--- config.mk ---
export PLATFORM = sky130hd
export DESIGN_NAME = ltd_cmd
export DESIGN_NICKNAME = d
export VERILOG_FILES = /design/src/ltd_cmd.v
export VERILOG_INCLUDE_DIRS = /design/src /design/src/src
export SDC_FILE = /design/constraint.sdc
export NUM_CORES = 1
export LEC_CHECK = 0
export ABC_CLOCK_PERIOD_IN_PS = 17040
export BUFFER_PORTS_ARGS = -buffer_cell sky130_fd_sc_hd__buf_2
export CORE_ASPECT_RATIO = 0.5
export CORE_UTILIZATION = 44
export CTS_CLUSTER_DIAMETER = 200
export CTS_CLUSTER_SIZE = 8
export DETAILED_ROUTE_END_ITERATION = 7
export SYNTH_ARGS = -nofsm -noshare
export SYNTH_HDL_FRONTEND = slang
export SYNTH_SLANG_ARGS = --single-unit
--- constraint.sdc ---
create_clock -name clk -period 17.04 [get_ports clk]
set_input_delay 1.704 -clock clk [delete_from_list [all_inputs] [get_ports clk]]
set_output_delay 1.704 -clock clk [all_outputs]
set_load 0.02 [all_outputs]
--- src/ltd_consts.vh ---
// Purpose: constants for the legacy transmit descriptor command block
// Assumes: 128-bit legacy descriptor, classic Wishbone register port
// Notes: offsets are byte addresses on a 32-bit bus
`ifndef LTD_CONSTS_VH
`define LTD_CONSTS_VH
// Command byte bit positions
`define LTD_CMD_LAST 0
`define LTD_CMD_FCS 1
`define LTD_CMD_CSUM 2
`define LTD_CMD_REPORT 3
`define LTD_CMD_LATE 4
`define LTD_CMD_EXT 5
`define LTD_CMD_VLAN 6
`define LTD_CMD_DELAY 7
// Descriptor field positions in the upper 64-bit word
`define LTD_LEN_LSB 0
`define LTD_CSO_LSB 16
`define LTD_CMD_LSB 24
`define LTD_FLAGS_LSB 32
`define LTD_START_LSB 40
`define LTD_SPC_LSB 48
`define LTD_DONE_BIT 0
// Register byte offsets
`define LTD_REG_CTRL 6'h00
`define LTD_REG_DELAY 6'h04
`define LTD_REG_VTYPE 6'h08
`define LTD_REG_STAT 6'h0c
`define LTD_REG_CSUM 6'h10
`define LTD_REG_TAG 6'h14
// Reset values
`define LTD_CTRL_RST 32'h0000_0000
`define LTD_DELAY_RST 16'h0000
`define LTD_VTYPE_RST 16'h8100
// Control bit positions
`define LTD_CTRL_VLAN_EN 0
`define LTD_CTRL_MASK 1
`define LTD_CTRL_LATE_SUP 2
`endif

--- src/ltd_cmd.v ---
// Purpose: decode legacy transmit descriptor, delay transmit interrupt,
//          compute the inserted checksum, produce done write-back
// Assumes: packet bytes stream in after each descriptor, one byte a cycle
// Notes: one packet in flight at a time
//
// Functional notes
// Checksum start offset counts bytes from packet's first byte, zero is first.
// Software sets start offset in first descriptor, below length and unpadded length.
// Odd start and insertion offsets accepted; summing uses 16-bit words.
// Inserted VLAN type and tag words never enter the checksum.
// Software writes zero into the reserved descriptor field.
// Command bits 7 to 0: delay, vlan, extended, late report, report, checksum, fcs, last.
// Write-back with report and delay enable loads countdown from delay value field.
// Countdown reaching zero raises transmit interrupt when write-back irq unmasked.
// Countdown reloads on every delay-enabled descriptor, even while running; here it reloads only when such a descriptor is written back.
// Report without delay raises interrupt after write-back and clears timer.
// VLAN insert adds type from register, tag from special field, always adds FCS.
// Without VLAN insert packet is untagged; FCS follows frame check insert bit.
// VLAN insert needs vlan mode enable and counts only on last descriptor.
// Extended format bit zero selects legacy layout; software writes zero.
// Report-after-sent postpones done flag until sent or ended in error.
// While report-after-sent pends, no head advance and no other write-back.
// Report-after-sent honoured only on last descriptor; zero where unsupported.
// Report completion writes done flag once descriptor data is buffered.
// Software should prefer context-style extended descriptors for checksum offload.
// Last descriptor flag closes packet; several descriptors may form one packet.
// Checksum insert on last descriptor computes from start, places at insert offset.
// Frame check insert honoured only on last descriptor for untagged packets.
// Done flag is bit zero of result flags byte, set at write-back.
// Checksum is complement of ones'-complement word sum, odd byte zero padded.
//
// Chosen here: the Wishbone interface to the registers and the placing of the registers.
`timescale 1ns/1ps
`default_nettype none
`include "ltd_consts.vh"
module ltd_cmd (
    input wire clk,
    input wire rst_n,
    // Classic Wishbone slave
    input wire wb_cyc_i,
    input wire wb_stb_i,
    input wire wb_we_i,
    input wire [5:0] wb_adr_i,
    input wire [3:0] wb_sel_i,
    input wire [31:0] wb_dat_i,
    output reg [31:0] wb_dat_o,
    output reg wb_ack_o,
    // Fetched descriptor
    input wire desc_valid,
    input wire [63:0] desc_hi,
    output wire desc_ready,
    // Packet byte stream of the current descriptor
    input wire byte_valid,
    input wire [7:0] byte_data,
    input wire byte_last,
    // MAC transmit outcome
    input wire sent_ok,
    input wire sent_err,
    // Write-back and head advance
    output reg wb_done_valid,
    output reg [7:0] result_flags_byte,
    output reg head_advance,
    // Per-packet decisions
    output reg pkt_valid,
    output reg pkt_vlan,
    output reg [15:0] pkt_vlan_type,
    output reg [15:0] pkt_vlan_tag,
    output reg pkt_fcs,
    output reg pkt_csum_valid,
    output reg [15:0] pkt_csum,
    output reg [7:0] pkt_csum_offset,
    output reg tx_irq
);
    // ****************************************************
    // Registers and state
    // ****************************************************
    localparam ST_IDLE = 2'd0;
    localparam ST_DATA = 2'd1;
    localparam ST_WAIT = 2'd2;
    reg [1:0] state_q;
    reg [31:0] ctrl_q;
    reg [15:0] delay_q;
    reg [15:0] vtype_q;
    reg [15:0] count_q;
    reg counting_q;
    reg [7:0] cmd_q;
    reg [15:0] len_q;
    reg [7:0] cso_q;
    reg [15:0] spc_q;
    reg [15:0] pos_q;
    reg [16:0] sum_q;
    reg [7:0] hi_byte_q;
    reg odd_q;
    reg first_q;
    reg [7:0] csum_start_q;
    // ****************************************************
    // Helpers
    // ****************************************************
    // End-around carry add keeps the sum in ones' complement
    function [16:0] oc_add;
        input [16:0] a;
        input [15:0] b;
        reg [16:0] t;
        begin
            t = {1'b0, a[15:0]} + {1'b0, b};
            oc_add = {1'b0, t[15:0] + {15'h0000, t[16]}};
        end
    endfunction
    wire bus_req = wb_cyc_i & wb_stb_i & ~wb_ack_o;
    wire vlan_mode_enable = ctrl_q[`LTD_CTRL_VLAN_EN];
    wire mask_on = ctrl_q[`LTD_CTRL_MASK];
    wire late_sup = ctrl_q[`LTD_CTRL_LATE_SUP];
    wire [7:0] dcmd = desc_hi[`LTD_CMD_LSB +: 8];
    wire last_descriptor_flag = cmd_q[`LTD_CMD_LAST];
    wire legacy = ~cmd_q[`LTD_CMD_EXT];
    wire report_completion = cmd_q[`LTD_CMD_REPORT];
    wire delayed_interrupt_enable = cmd_q[`LTD_CMD_DELAY];
    // Late report counts only on a legacy last descriptor of a capable part
    wire report_after_sent = cmd_q[`LTD_CMD_LATE] & last_descriptor_flag & late_sup &
                             legacy;
    wire vlan_on = legacy & vlan_mode_enable & cmd_q[`LTD_CMD_VLAN];
    // Byte position inside packet at or past start offset
    wire in_sum = (pos_q >= {8'h00, csum_start_q});
    // Sum and length with this cycle's byte taken in; the last byte
    // arrives on the same edge that reports the checksum
    wire take_byte = byte_valid & in_sum;
    wire [16:0] sum_nx = (take_byte & odd_q) ? oc_add(sum_q, {hi_byte_q, byte_data}) : sum_q;
    wire odd_nx = take_byte ^ odd_q;
    wire [7:0] hi_nx = (take_byte & ~odd_q) ? byte_data : hi_byte_q;
    wire [15:0] len_nx = byte_valid ? pos_q + 16'h0001 : pos_q;
    // Flushed sum, padding a pending odd byte with zero
    wire [16:0] sum_fin = odd_nx ? oc_add(sum_nx, {hi_nx, 8'h00}) : sum_nx;
    // Checksum valid only when offsets sit inside the packet
    wire cs_ok = ({8'h00, csum_start_q} < len_nx) & ({8'h00, cso_q} < len_nx - 16'h0001);
    assign desc_ready = (state_q == ST_IDLE);
    // ****************************************************
    // Wishbone slave, one registered ack per request, a cycle after it
    // ****************************************************
    always @(posedge clk or negedge rst_n) begin
        if (!rst_n) begin
            wb_ack_o <= 1'b0;
            wb_dat_o <= 32'h0000_0000;
            ctrl_q <= `LTD_CTRL_RST;
            delay_q <= `LTD_DELAY_RST;
            vtype_q <= `LTD_VTYPE_RST;
        end else begin
            wb_ack_o <= bus_req;
            if (bus_req && wb_we_i) begin
                case (wb_adr_i)
                    `LTD_REG_CTRL: begin
                        if (wb_sel_i[0]) ctrl_q[7:0] <= wb_dat_i[7:0];
                    end
                    `LTD_REG_DELAY: begin
                        if (wb_sel_i[0]) delay_q[7:0] <= wb_dat_i[7:0];
                        if (wb_sel_i[1]) delay_q[15:8] <= wb_dat_i[15:8];
                    end
                    `LTD_REG_VTYPE: begin
                        if (wb_sel_i[0]) vtype_q[7:0] <= wb_dat_i[7:0];
                        if (wb_sel_i[1]) vtype_q[15:8] <= wb_dat_i[15:8];
                    end
                    default: begin
                    end
                endcase
            end
            // Unmapped addresses read as zero
            if (bus_req && !wb_we_i) begin
                case (wb_adr_i)
                    `LTD_REG_CTRL: wb_dat_o <= {24'h000000, ctrl_q[7:0]};
                    `LTD_REG_DELAY: wb_dat_o <= {16'h0000, delay_q};
                    `LTD_REG_VTYPE: wb_dat_o <= {16'h0000, vtype_q};
                    `LTD_REG_STAT: wb_dat_o <= {count_q, 12'h000, counting_q,
                                                tx_irq, state_q};
                    `LTD_REG_CSUM: wb_dat_o <= {8'h00, pkt_csum_offset, pkt_csum};
                    `LTD_REG_TAG: wb_dat_o <= {pkt_vlan_type, pkt_vlan_tag};
                    default: wb_dat_o <= 32'h0000_0000;
                endcase
            end
        end
    end
    // ****************************************************
    // Descriptor processing
    // ****************************************************
    // Waiting state holds back head and any later write-back
    always @(posedge clk or negedge rst_n) begin
        if (!rst_n) begin
            state_q <= ST_IDLE;
            cmd_q <= 8'h00;
            len_q <= 16'h0000;
            cso_q <= 8'h00;
            spc_q <= 16'h0000;
            pos_q <= 16'h0000;
            sum_q <= 17'h00000;
            hi_byte_q <= 8'h00;
            odd_q <= 1'b0;
            first_q <= 1'b1;
            csum_start_q <= 8'h00;
            wb_done_valid <= 1'b0;
            result_flags_byte <= 8'h00;
            head_advance <= 1'b0;
            pkt_valid <= 1'b0;
            pkt_vlan <= 1'b0;
            pkt_vlan_type <= 16'h0000;
            pkt_vlan_tag <= 16'h0000;
            pkt_fcs <= 1'b0;
            pkt_csum_valid <= 1'b0;
            pkt_csum <= 16'h0000;
            pkt_csum_offset <= 8'h00;
        end else begin
            wb_done_valid <= 1'b0;
            head_advance <= 1'b0;
            pkt_valid <= 1'b0;
            case (state_q)
                ST_IDLE: begin
                    if (desc_valid) begin
                        cmd_q <= dcmd;
                        len_q <= desc_hi[`LTD_LEN_LSB +: 16];
                        cso_q <= desc_hi[`LTD_CSO_LSB +: 8];
                        spc_q <= desc_hi[`LTD_SPC_LSB +: 16];
                        // Start offset latched from first descriptor only
                        if (first_q) begin
                            csum_start_q <= desc_hi[`LTD_START_LSB +: 8];
                        end
                        state_q <= ST_DATA;
                    end
                end
                ST_DATA: begin
                    // Stream holds only payload; inserted tag never summed
                    if (byte_valid) begin
                        pos_q <= pos_q + 16'h0001;
                        if (in_sum) begin
                            if (odd_q) begin
                                sum_q <= oc_add(sum_q, {hi_byte_q, byte_data});
                                odd_q <= 1'b0;
                            end else begin
                                hi_byte_q <= byte_data;
                                odd_q <= 1'b1;
                            end
                        end
                    end
                    // Zero-length descriptors skip straight to completion
                    if ((byte_valid && byte_last) || len_q == 16'h0000) begin
                        if (report_after_sent) begin
                            state_q <= ST_WAIT;
                        end else begin
                            state_q <= ST_IDLE;
                            head_advance <= 1'b1;
                            wb_done_valid <= report_completion;
                            result_flags_byte <= {7'h00, report_completion};
                        end
                        first_q <= last_descriptor_flag;
                        if (last_descriptor_flag) begin
                            pkt_valid <= 1'b1;
                            pkt_vlan <= vlan_on;
                            pkt_vlan_type <= vtype_q;
                            pkt_vlan_tag <= spc_q;
                            // Tagged frames always carry FCS
                            pkt_fcs <= vlan_on | cmd_q[`LTD_CMD_FCS];
                            pkt_csum_valid <= cmd_q[`LTD_CMD_CSUM] & cs_ok;
                            pkt_csum <= ~sum_fin[15:0];
                            pkt_csum_offset <= cso_q;
                            pos_q <= 16'h0000;
                            sum_q <= 17'h00000;
                            odd_q <= 1'b0;
                        end
                    end
                end
                ST_WAIT: begin
                    // Error ends the wait just like a clean send
                    if (sent_ok || sent_err) begin
                        state_q <= ST_IDLE;
                        head_advance <= 1'b1;
                        wb_done_valid <= 1'b1;
                        result_flags_byte <= {6'h00, sent_err, 1'b1};
                    end
                end
                default: state_q <= ST_IDLE;
            endcase
        end
    end
    // ****************************************************
    // Transmit interrupt delay
    // ****************************************************
    // Reload on every delay-enabled report, even mid-count
    always @(posedge clk or negedge rst_n) begin
        if (!rst_n) begin
            count_q <= 16'h0000;
            counting_q <= 1'b0;
            tx_irq <= 1'b0;
        end else begin
            tx_irq <= 1'b0;
            if (wb_done_valid && delayed_interrupt_enable) begin
                count_q <= delay_q;
                counting_q <= 1'b1;
            end else if (wb_done_valid) begin
                count_q <= 16'h0000;
                counting_q <= 1'b0;
                tx_irq <= mask_on;
            end else if (counting_q) begin
                if (count_q <= 16'h0001) begin
                    counting_q <= 1'b0;
                    count_q <= 16'h0000;
                    tx_irq <= mask_on;
                end else begin
                    count_q <= count_q - 16'h0001;
                end
            end
        end
    end
endmodule // ltd_cmd
`default_nettype wire

After elaboration in Yosys (flattened, before gate mapping)
Cells that the tools add are included.
{ "word_totals": {"inputBits": 124, "word_cells": 144, "ff_bits": 262, "out_inout_bits": 105} }
{ "classes": {"n_eq_ne": 11, "bitwise_logic": 18, "reduce_logical": 24, "n_mux": 48, "order_cmp": 4, "add_sub_neg": 7} }
{ "ops": {"columns": ["cell", "n"], "rows": [
  ["32-bit one-hot mux with 6 select lines", 1],
  ["16-bit 2-to-1 mux", 9],
  ["17-bit 2-to-1 mux", 5],
  ["16-bit by 16-bit adder with 17-bit output", 2],
  ["16-bit by 1-bit adder with 16-bit output", 2],
  ["8-bit by 16-bit < comparator with 1-bit output", 2],
  ["8-bit 2-to-1 mux", 4],
  ["16-bit by 1-bit subtractor with 16-bit output, second input constant", 2],
  ["3-bit AND reduction", 8],
  ["1-bit 2-to-1 mux", 21],
  ["16-bit by 1-bit adder with 16-bit output, second input constant", 1],
  ["16-bit by 8-bit >= comparator with 1-bit output", 1],
  ["16-bit by 1-bit less-or-equal comparator with 1-bit output, second input constant", 1],
  ["16-bit logical NOT", 1],
  ["16-bit NOT", 1],
  ["8-bit one-hot mux with 2 select lines", 1],
  ["1-bit bitwise AND", 12],
  ["6-bit by 4-bit == test with 1-bit output, second input constant", 2],
  ["6-bit by 5-bit == test with 1-bit output, second input constant", 2],
  ["2-bit 2-to-1 mux", 4],
  ["2-bit inequality test, second input constant", 4],
  ["4-bit AND reduction", 2],
  ["6-bit by 3-bit == test with 1-bit output, second input constant", 1],
  ["6-bit logical NOT", 1],
  ["14 further kinds", 22]
]} }

Longest topological paths before layout
Gate-level depths: netlist (run 1).
{ "logic_depth": {"word_depth": 8, "ltp_mapped": 35, "ltp_nobuf": 35} }

Least setup slack after synthesis (run 1)
Ideal clock, no wire load.
{ "synth_timing": {"kind": "input to register", "from": "in byte_data[0]", "to": "reg pkt_csum[15]", "path_slack_ns": 9.492, "stages": 34, "t_required_ns": 16.954, "path_buffers": 0, "setup_ns": 0.086, "arrival_ns": 7.462, "path_cell_list": "ha_1 -> inv_1 -> fa_1 -> and2b_4 -> o211ai_1 -> a21oi_1 -> or2_2 -> a21o_1 -> a21oi_1 -> o21bai_1 -> a21o_1 -> ha_1 -> ha_1 -> o211ai_1 -> a21oi_1 -> and4_1 -> nand3b_1 -> nor4_2 -> mux2i_1 -> nand2_1 -> ha_1 -> inv_1 -> o21bai_1 -> a21oi_1 -> nor2b_1 -> o21ai_0 -> nand2b_1 -> ha_1 -> nand2_1 -> nor3b_1 -> o2111ai_1 -> nor3_1 -> mux2_2 -> nor3_1"} }
{ "synth_between": {"elab_chain_cells": 7, "word_cells_on_any_way": 8, "classes_between": "add/sub: 4; mux: 3; bitwise: 1"} }
{ "synth_lines": {"columns": ["item", "line", "rtl"], "rows": [
  ["start, declared", "ltd_cmd.v:54", "input wire [7:0] byte_data,"],
  ["16-bit by 16-bit adder with 17-bit output", "ltd_cmd.v:105", "t = {1'b0, a[15:0]} + {1'b0, b};"],
  ["16-bit by 1-bit adder with 16-bit output", "ltd_cmd.v:106", "oc_add = {1'b0, t[15:0] + {15'h0000, t[16]}};"],
  ["16-bit 2-to-1 mux", "ltd_cmd.v:127", "wire [16:0] sum_nx = (take_byte & odd_q) ? oc_add(sum_q, {hi_byte_q, byte_data}) : sum_q;"],
  ["16-bit by 16-bit adder with 17-bit output", "ltd_cmd.v:105", null],
  ["16-bit by 1-bit adder with 16-bit output", "ltd_cmd.v:106", null],
  ["16-bit 2-to-1 mux (*)", "ltd_cmd.v:132", "wire [16:0] sum_fin = odd_nx ? oc_add(sum_nx, {hi_nx, 8'h00}) : sum_nx;"],
  ["16-bit NOT (*)", "ltd_cmd.v:259", "pkt_csum <= ~sum_fin[15:0];"],
  ["end signal, assigned", "ltd_cmd.v:259", null],
  ["end, declared", "ltd_cmd.v:70", "output reg [15:0] pkt_csum,"]
]} }
Every way passes the cells marked *; elsewhere a longest branch is shown, timed or not.
A chain may end at the register's enable or synchronous reset.

Final worst setup path (run 1)
Ends and elaborated chain as after synthesis.

==> reports/metrics.yaml, run 1 <==
ys_warn_count: 0
instances_no_fill: 2048
first_pass_iters: 5
ctsHoldBuffers: 0
clock-sinks: 255
vias: 11700
postCtsSetupRepairBufs: 0
grt_usage_pct: 25.4
hold_viol: 0
p_leak_nw: 7.73
nets: 1793
slew_headroom_pct: 14.1
yosysSeqAreaShare_pct: 45.4
min_path_type: "register to register"
tightest_slew_ps: 1270
clock-skew-final_ps: 24.5
arrival_ps: 8640
dpl.hpwl_mm: 29.8
crit_slowest_cell: "nor4_2"
die_x_microns: 255
cts_tree: "built"
ir_drop_mv: 0.0663
portBuffers: 196
crit_required_ps: 17490
drtIter0Drc: 939
regToRegSetupSlack_ps: 9730
grt-ovfl-total: 0
finalCritPeriodShare_pct: 48.1
die-area_sq_um: 32700
grt_pass1_wl_mm: 64.5
setup_slack_ps: 8850
wire_per_inst_microns: 20.0
synth_cell_types: 83
final_cell_mix: "dfrtp_1 (252), nand2_1 (233), buf_2 (195)"
cp_common_cell: "ha_1"
cts_buffers: 37
die_h_microns: 128
ant_nets: 0
synth.avg_cell_area_sq_um: 9.87
core_area_sq_um: 30900
drv_cap: 0
initial_core_util_pct: 45.6
synth_ff_type: "dfrtp_1"
synthCells: 1426
clk_pin_slew_ps: 50
slowest_delay_ps: 590
max-clock-path-buffers: 3
ys_ff_latch: 255
dpl.cell_count: 1992
startpoint_type: "input pin"
cp_max_fo: 5
antenna_found_initial: 2
syn_area_sq_um: 14100
vias_per_cell: 5.72
outcome: "finished clean"
grt_pass1_vias: 11300
rows: 45
setup_viol: 0
htreeDepth: 2
r2r-start: "sum_q[0]"
post-route-min-period_ps: 8190
rsz0062_at_grt: "no"
post_cts_resized: 0
mostFrequentLayoutCell: "dfrtp_1"
end_kind: "register"
drt-total-wl_mm: 41.1
ios: 229
dpl_worst_slack_ps: 8290
min_from: "spc_q[11]"
cellPowerDensity_nw_per_um2: 169
gp_congestion: 0.906
drv_slew: 0
synth_edf_count: 0
worstSkewPairLatency_ps: 540
grt_max_degree: 76
cts_root_buffer: "clkbuf_16"
drive_gt1_share_pct: 24.5
drc: 0
tns_ps: 0
startpoint: "byte_data[0]"
ys_async_sr_fraction_pct: 100
clock.fmax_ghz: 0.122
num-fill-cells: 2866
critical_path_class: "input pin to register"
syn_to_final_growth_pct: 17.0
-- Yosys cell counts (all sizes together) (4+ instances only) --
master / n / area, sq um
o211ai: 12 / 90.1
and2: 17 / 106
xor2: 24 / 210
nand3: 24 / 120
and3: 6 / 37.5
nand2: 234 / 878
a211oi: 8 / 70.1
a22oi: 40 / 300
xnor2: 33 / 289
mux2: 125 / 1410
nand2b: 15 / 93.8
o22ai: 8 / 50.1
nor4: 14 / 93.8
o2bb2ai: 14 / 123
nor2: 58 / 218
o31ai: 5 / 37.5
nor3: 23 / 115
nor3b: 5 / 37.5
or3: 7 / 43.8
inv: 43 / 161
ha: 59 / 738
buf: 14 / 86.3
a221oi: 9 / 96.4
a21oi: 74 / 370
o21ai: 108 / 544
o21a: 9 / 67.6
a22o: 6 / 52.6
dfrtp: 252 / 6310
a21o: 15 / 113
a32oi: 7 / 61.3
a31oi: 4 / 25.0
nand4: 9 / 56.3
nor2b: 9 / 56.3
a2111oi: 6 / 71.3
o21bai: 4 / 30.0
clkbuf: 57 / 214
or2: 6 / 37.5
mux2i: 7 / 70.1
-- worst paths after layout --
path                                     end  cells past startpoint
setup / recovery                pkt_csum[15]                     35
hold / removal              pkt_vlan_tag[11]                      2
setup reg to reg                pkt_csum[15]                     34
hold reg to reg             pkt_vlan_tag[11]                      2
max in group asynchronous  pkt_vlan_type[15]                      3
min in group asynchronous       hi_byte_q[6]                      1
-- power by group --
part           switching [mW]  internal (mW)
registers               0.173          0.780
logic                   0.670          0.480
clock network           0.276          0.406
-- state kept, by name, summed over array words and instances (netlist names), 16 cells and up --
signal and flops:
wb_dat_o 32, count_q 16, delay_q 16, len_q 16
pkt_csum 16, pkt_vlan_tag 16, pkt_vlan_type 16, pos_q 16
spc_q 16, sum_q 16, vtype_q 16
-- cell type report --
type	count	area (sq um)	area share, %
multi-input cells	1061	7260	44.1
clock buffers	52	1000	6.09
well taps	423	529	3.21
flip-flops and latches	255	6380	38.8
diodes	2	5.00	0.0304
inverters	44	165	1.00
clock inverters	2	36.3	0.220
repair buffers	209	1090	6.61
-- kinds of logic after synthesis --
family	share of synthesized area (%)
flops	45.4
buf+inv	3.31
compound gates	16.9
simple gates	14.7
xor+xnor	3.71
mux	10.5
other cells	0.0267
fa+ha+maj	5.53
-- critical path: cells and delay by family --
| family | cells | cell delay [ps] |
|---|---|---|
| AO/OA/AOI/OAI | 12 | 1830 |
| buffers and inverters | 3 | 250 |
| adder cells (fa/ha/maj) | 6 | 1450 |
| AND/OR/NAND/NOR | 12 | 2700 |
| multiplexers | 2 | 690 |
-- through the flow --
step                total power, mW  cell area, sq um  util [%]  hold slack (ps)
finish                         2.79             16500      53.4              459
detailed placement             2.10             15400      50.0              450
CTS                            2.79             16500      53.4              463
global placement               2.06             15400      50.0              447
global route                   2.97             16500      53.4              479
floorplan                      1.74             14100         -              433
-- layer usage --
layer | wire (microns) | vias to the layer above | global-route usage, %
met5 | 0 | - | 0
met4 | 988 | 0 | 7.71
met3 | 2540 | 73 | 4.13
li1 | - | 5492 | -
met1 | 19300 | 5765 | 37.9
met2 | 18200 | 377 | 37.9
Power figures use the tool's default switching activity.
==> run 2: changes to the inputs <==
- ABC_CLOCK_PERIOD_IN_PS: 17040 -> 7300
- PLACE_DENSITY: default -> 0.67
- clock period: 17.04 -> 7.3 ns (I/O delays scaled with it)
==> reports/metrics.yaml, run 2 (synthesized netlist as in run 1, its figures left out) <==
outcome: "finished clean"
finalCritPeriodShare_pct: 93.6
crit_slowest_cell: "dfrtp_1"
regMostFlops: "wb_dat_o"
ctsHoldBuffers: 0
drive_gt1_share_pct: 25.5
fin_area_sq_um: 16600
drtIter0Drc: 1027
tns_ps: 0
crit_required_ps: 7720
power.share.clock_pct: 23.9
p_leak_nw: 7.81
first_pass_iters: 5
cp_max_fo: 4
portBuffers: 196
htreeDepth: 2
clock.fmax_ghz: 0.146
hold_viol: 0
drt-total-wl_mm: 40.8
min_path_type: "input pin to async pin"
core_area_sq_um: 30900
die-area_sq_um: 32700
cellPowerDensity_nw_per_um2: 396
fin_util_pct: 53.8
antenna_found_initial: 1
cts_tree: "built"
slew_headroom_pct: 10.2
end_kind: "register"
max-clock-path-buffers: 3
initial_core_util_pct: 45.6
cts_root_buffer: "clkbuf_16"
grt_pass1_vias: 11500
final_cell_mix: "dfrtp_1 (252), nand2_1 (233), buf_2 (195)"
startpoint_type: "register"
clk_pin_slew_ps: 60
instances_no_fill: 2063
mostFrequentLayoutCell: "dfrtp_1"
worstSkewPairLatency_ps: 520
tightest_slew_ps: 1340
grt_usage_pct: 24.9
switchingPower_mw: 2.62
post-route-min-period_ps: 6830
drv_slew: 0
drc: 0
slowest_delay_ps: 400
dpl.hpwl_mm: 29.8
grt_max_degree: 128
cts_buffers: 37
combPwrFrac_pct: 42.2
drv_cap: 0
vias: 11800
critical_path_class: "register to register"
clock-sinks: 255
dpl.cell_count: 2006
die_x_microns: 255
rsz0062_at_grt: "no"
ant_nets: 0
largest_reg_flops: 32
fin_hold_ws_ps: 277
seq_power_share_pct: 33.9
vias_per_cell: 5.73
clock-skew-final_ps: 14.5
gp_congestion: 0.884
nets: 1808
syn_to_final_growth_pct: 18.1
p_int_mw: 3.95
dpl-instance-area_sq_um: 15500
switching_share_pct: 39.9
rows: 45
setup_viol: 0
arrival_ps: 7250
ios: 229
grt-ovfl-total: 0
die_h_microns: 128
wire_per_inst_microns: 19.8
ir_drop_mv: 0.205
grt_pass1_wl_mm: 63.7
[run 2: changes by cell type in the layout (fill, tap and decap cells not counted), sizes merged]
cell / before / now
buf: 209 / 224
clkbuf: 52 / 53
diode: 2 / 1
[run 2: critical path, delay by kind of cell, from the launching register on]
kind | cells | cell delay [ps]
AO/OA/AOI/OAI | 16 | 2560
XOR/XNOR | 2 | 400
adder cells (fa/ha/maj) | 7 | 1770
buffers and inverters | 2 | 270
flip-flops | 1 | 400
AND/OR/NAND/NOR | 9 | 1320
[run 2: final cells by class]
cell class,count,area (sq um)
diodes,1,2.50
clock buffers,53,1010
clock inverters,2,36.3
fillers,2756,14200
inverters,44,165
multi-input cells,1061,7290
flip-flops and latches,255,6380
well taps,423,529
repair buffers,224,1200
[run 2: path summary, 6_finish.rpt]
path                       depth (start not counted)               to  slack, ps        start
min                                                1     hi_byte_q[1]        280        rst_n
max in group asynchronous                          2         cmd_q[4]       5420        rst_n
min in group clk                                   2         cmd_q[7]        440  desc_hi[31]
min reg2reg                                        2  pkt_vlan_tag[9]        460     spc_q[9]
max                                               36     pkt_csum[10]        470     sum_q[0]
max reg2reg                                       36     pkt_csum[10]        470     sum_q[0]
[run 2: metrics by stage]
step	power, mW	setup WS [ps]
CTS	6.57	431
global placement	4.84	183
global route	6.99	18.7
detailed placement	4.95	-44.4
floorplan	4.07	726
finish	6.57	469
[run 2: what timing repair did]
action / 4_1_cts / 5_1_grt
gates resized for setup: 0 / 7
buffers inserted: 0 / 1
endpoints found under the setup margin: 0 / 8
[run 2: metal layers]
| layer | wire [microns] | track usage, % |
|---|---|---|
| met3 | 2170 | 3.82 |
| met4 | 707 | 5.64 |
| met5 | 0 | 0 |
| met2 | 19300 | 40.4 |
| met1 | 18700 | 35.1 |
[run 2: power by group through the flow]
stage                     clock network, mW  logic [mW]  registers, mW
final                                  1.57        2.77           2.23
after global routing                   1.66        3.06           2.27
after CTS                              1.60        2.75           2.22
after detailed placement                  0        2.72           2.24
after global placement                    0        2.63           2.21
after floorplan                           0        1.84           2.23
==> run 3: changes to the inputs <==
- MAX_ROUTING_LAYER: default -> met4
==> reports/metrics.yaml, run 3 (synthesized netlist as in run 1, its figures left out) <==
tns_ps: 0
end_kind: "register"
p_leak_nw: 7.81
die_h_microns: 128
ir_drop_mv: 0.176
slew_headroom_pct: 14.5
finalCritPeriodShare_pct: 93.0
tightest_slew_ps: 1270
setup_viol: 0
vias_per_cell: 5.76
clk_pin_slew_ps: 50
grt_max_degree: 165
drtIter0Drc: 993
post-route-min-period_ps: 6790
die-area_sq_um: 32700
startpoint_type: "register"
syn_to_final_growth_pct: 18.0
core_area_sq_um: 30900
die_x_microns: 255
crit_required_ps: 7670
cp_common_cell: "a21oi_1"
dpl.hpwl_mm: 29.8
drive_gt1_share_pct: 25.3
largest_reg_flops: 32
cp_max_fo: 4
ant_nets: 0
gp_congestion: 0.892
drv_slew: 0
max-clock-path-buffers: 3
rows: 45
cts_buffers: 37
ctsHoldBuffers: 0
instances_no_fill: 2062
arrival_ps: 7160
grt_pass1_wl_mm: 63.0
cts_tree: "built"
grt-ovfl-total: 0
grt_pass1_vias: 11200
outcome: "finished clean"
final_cell_mix: "dfrtp_1 (252), nand2_1 (233), buf_2 (195)"
first_pass_iters: 5
wire_per_inst_microns: 19.9
cts_root_buffer: "clkbuf_16"
ios: 229
post_cts_resized: 0
htreeDepth: 2
clock-sinks: 255
antenna_found_initial: 2
regMostFlops: "wb_dat_o"
critical_path_class: "register to register"
initial_core_util_pct: 45.6
min_path_type: "input pin to async pin"
drc: 0
nets: 1807
rsz0062_at_grt: "no"
mostFrequentLayoutCell: "dfrtp_1"
worstSkewPairLatency_ps: 530
clock.fmax_ghz: 0.147
portBuffers: 196
vias: 11900
num-fill-cells: 2745
slowest_delay_ps: 410
hold_viol: 0
dpl.cell_count: 2006
postCtsSetupRepairBufs: 0
grt_usage_pct: 25.5
cellPowerDensity_nw_per_um2: 396
drt-total-wl_mm: 41.0
crit_slowest_cell: "fa_1"
clock-skew-final_ps: 14.9
drv_cap: 0
-- run 3: cell types whose count changed in the layout (fill, tap and decap cells not counted), sizes merged --
| cell | previous run | this run |
|---|---|---|
| buf | 224 | 223 |
| diode | 1 | 2 |
| clkbuf | 53 | 52 |
-- run 3: final timing paths --
| kind | slack (ps) | cells after the start | to | start |
|---|---|---|---|---|
| worst max register to register | 510 | 36 | pkt_csum[10] | sum_q[0] |
| worst max-delay path | 510 | 36 | pkt_csum[10] | sum_q[0] |
| max in group asynchronous | 5720 | 2 | wb_dat_o[17] | rst_n |
| min in group clk | 430 | 2 | len_q[15] | desc_hi[15] |
| worst min register to register | 460 | 2 | pkt_vlan_tag[4] | spc_q[4] |
| worst min-delay path | 200 | 1 | hi_byte_q[7] | rst_n |
-- run 3: layer usage --
| layer | part of all wire [%] | up-vias | global-route usage, % |
|---|---|---|---|
| met3 | 5.3 | 56 | 3.54 |
| li1 | - | 5513 | - |
| met1 | 46 | 5957 | 35.2 |
| met5 | 0 | - | - |
| met4 | 2.1 | 0 | 6.66 |
| met2 | 46 | 347 | 39.6 |
-- run 3: worst max-delay path: cells and delay by family (launching register included) --
family          cells  cell delay, ps
compound gates     16            2360
fa+ha+maj           7            1920
simple gates        9            1300
xor+xnor            2             430
flops               1             370
buf+inv             2             250
-- run 3: report_power, final --
group / leakage [nW] / switching [mW] / internal [mW]
sequential: 3.30 / 0.408 / 1.82
clock: 0.502 / 0.628 / 0.948
combinational: 4.02 / 1.61 / 1.17
-- run 3: per-stage QoR --
stage / power (mW) / hold WS [ps] / instance area [sq um] / setup slack [ps] / util (%)
2_1_floorplan: 4.07 / 433 / 14100 / 726 / -
3_3_place_gp: 4.85 / 444 / 15500 / 138 / 50.4
3_5_place_dp: 4.96 / 454 / 15500 / 70.5 / 50.4
4_1_cts: 6.57 / 242 / 16600 / 492 / 53.7
5_1_grt: 6.98 / 254 / 16600 / 3.29 / 53.8
6_report: 6.58 / 203 / 16600 / 514 / 53.8
-- run 3: area by class of cell --
type | instances | area, sq um | share of cell area, %
Clock inverter | 2 | 36.3 | 0.218
Timing Repair Buffer | 223 | 1210 | 7.26
Sequential cell | 255 | 6380 | 38.4
Multi-Input combinational cell | 1061 | 7280 | 43.8
Inverter | 44 | 165 | 0.994
Tap cell | 423 | 529 | 3.19
Antenna cell | 2 | 5.00 | 0.0301
Clock buffer | 52 | 1000 | 6.04
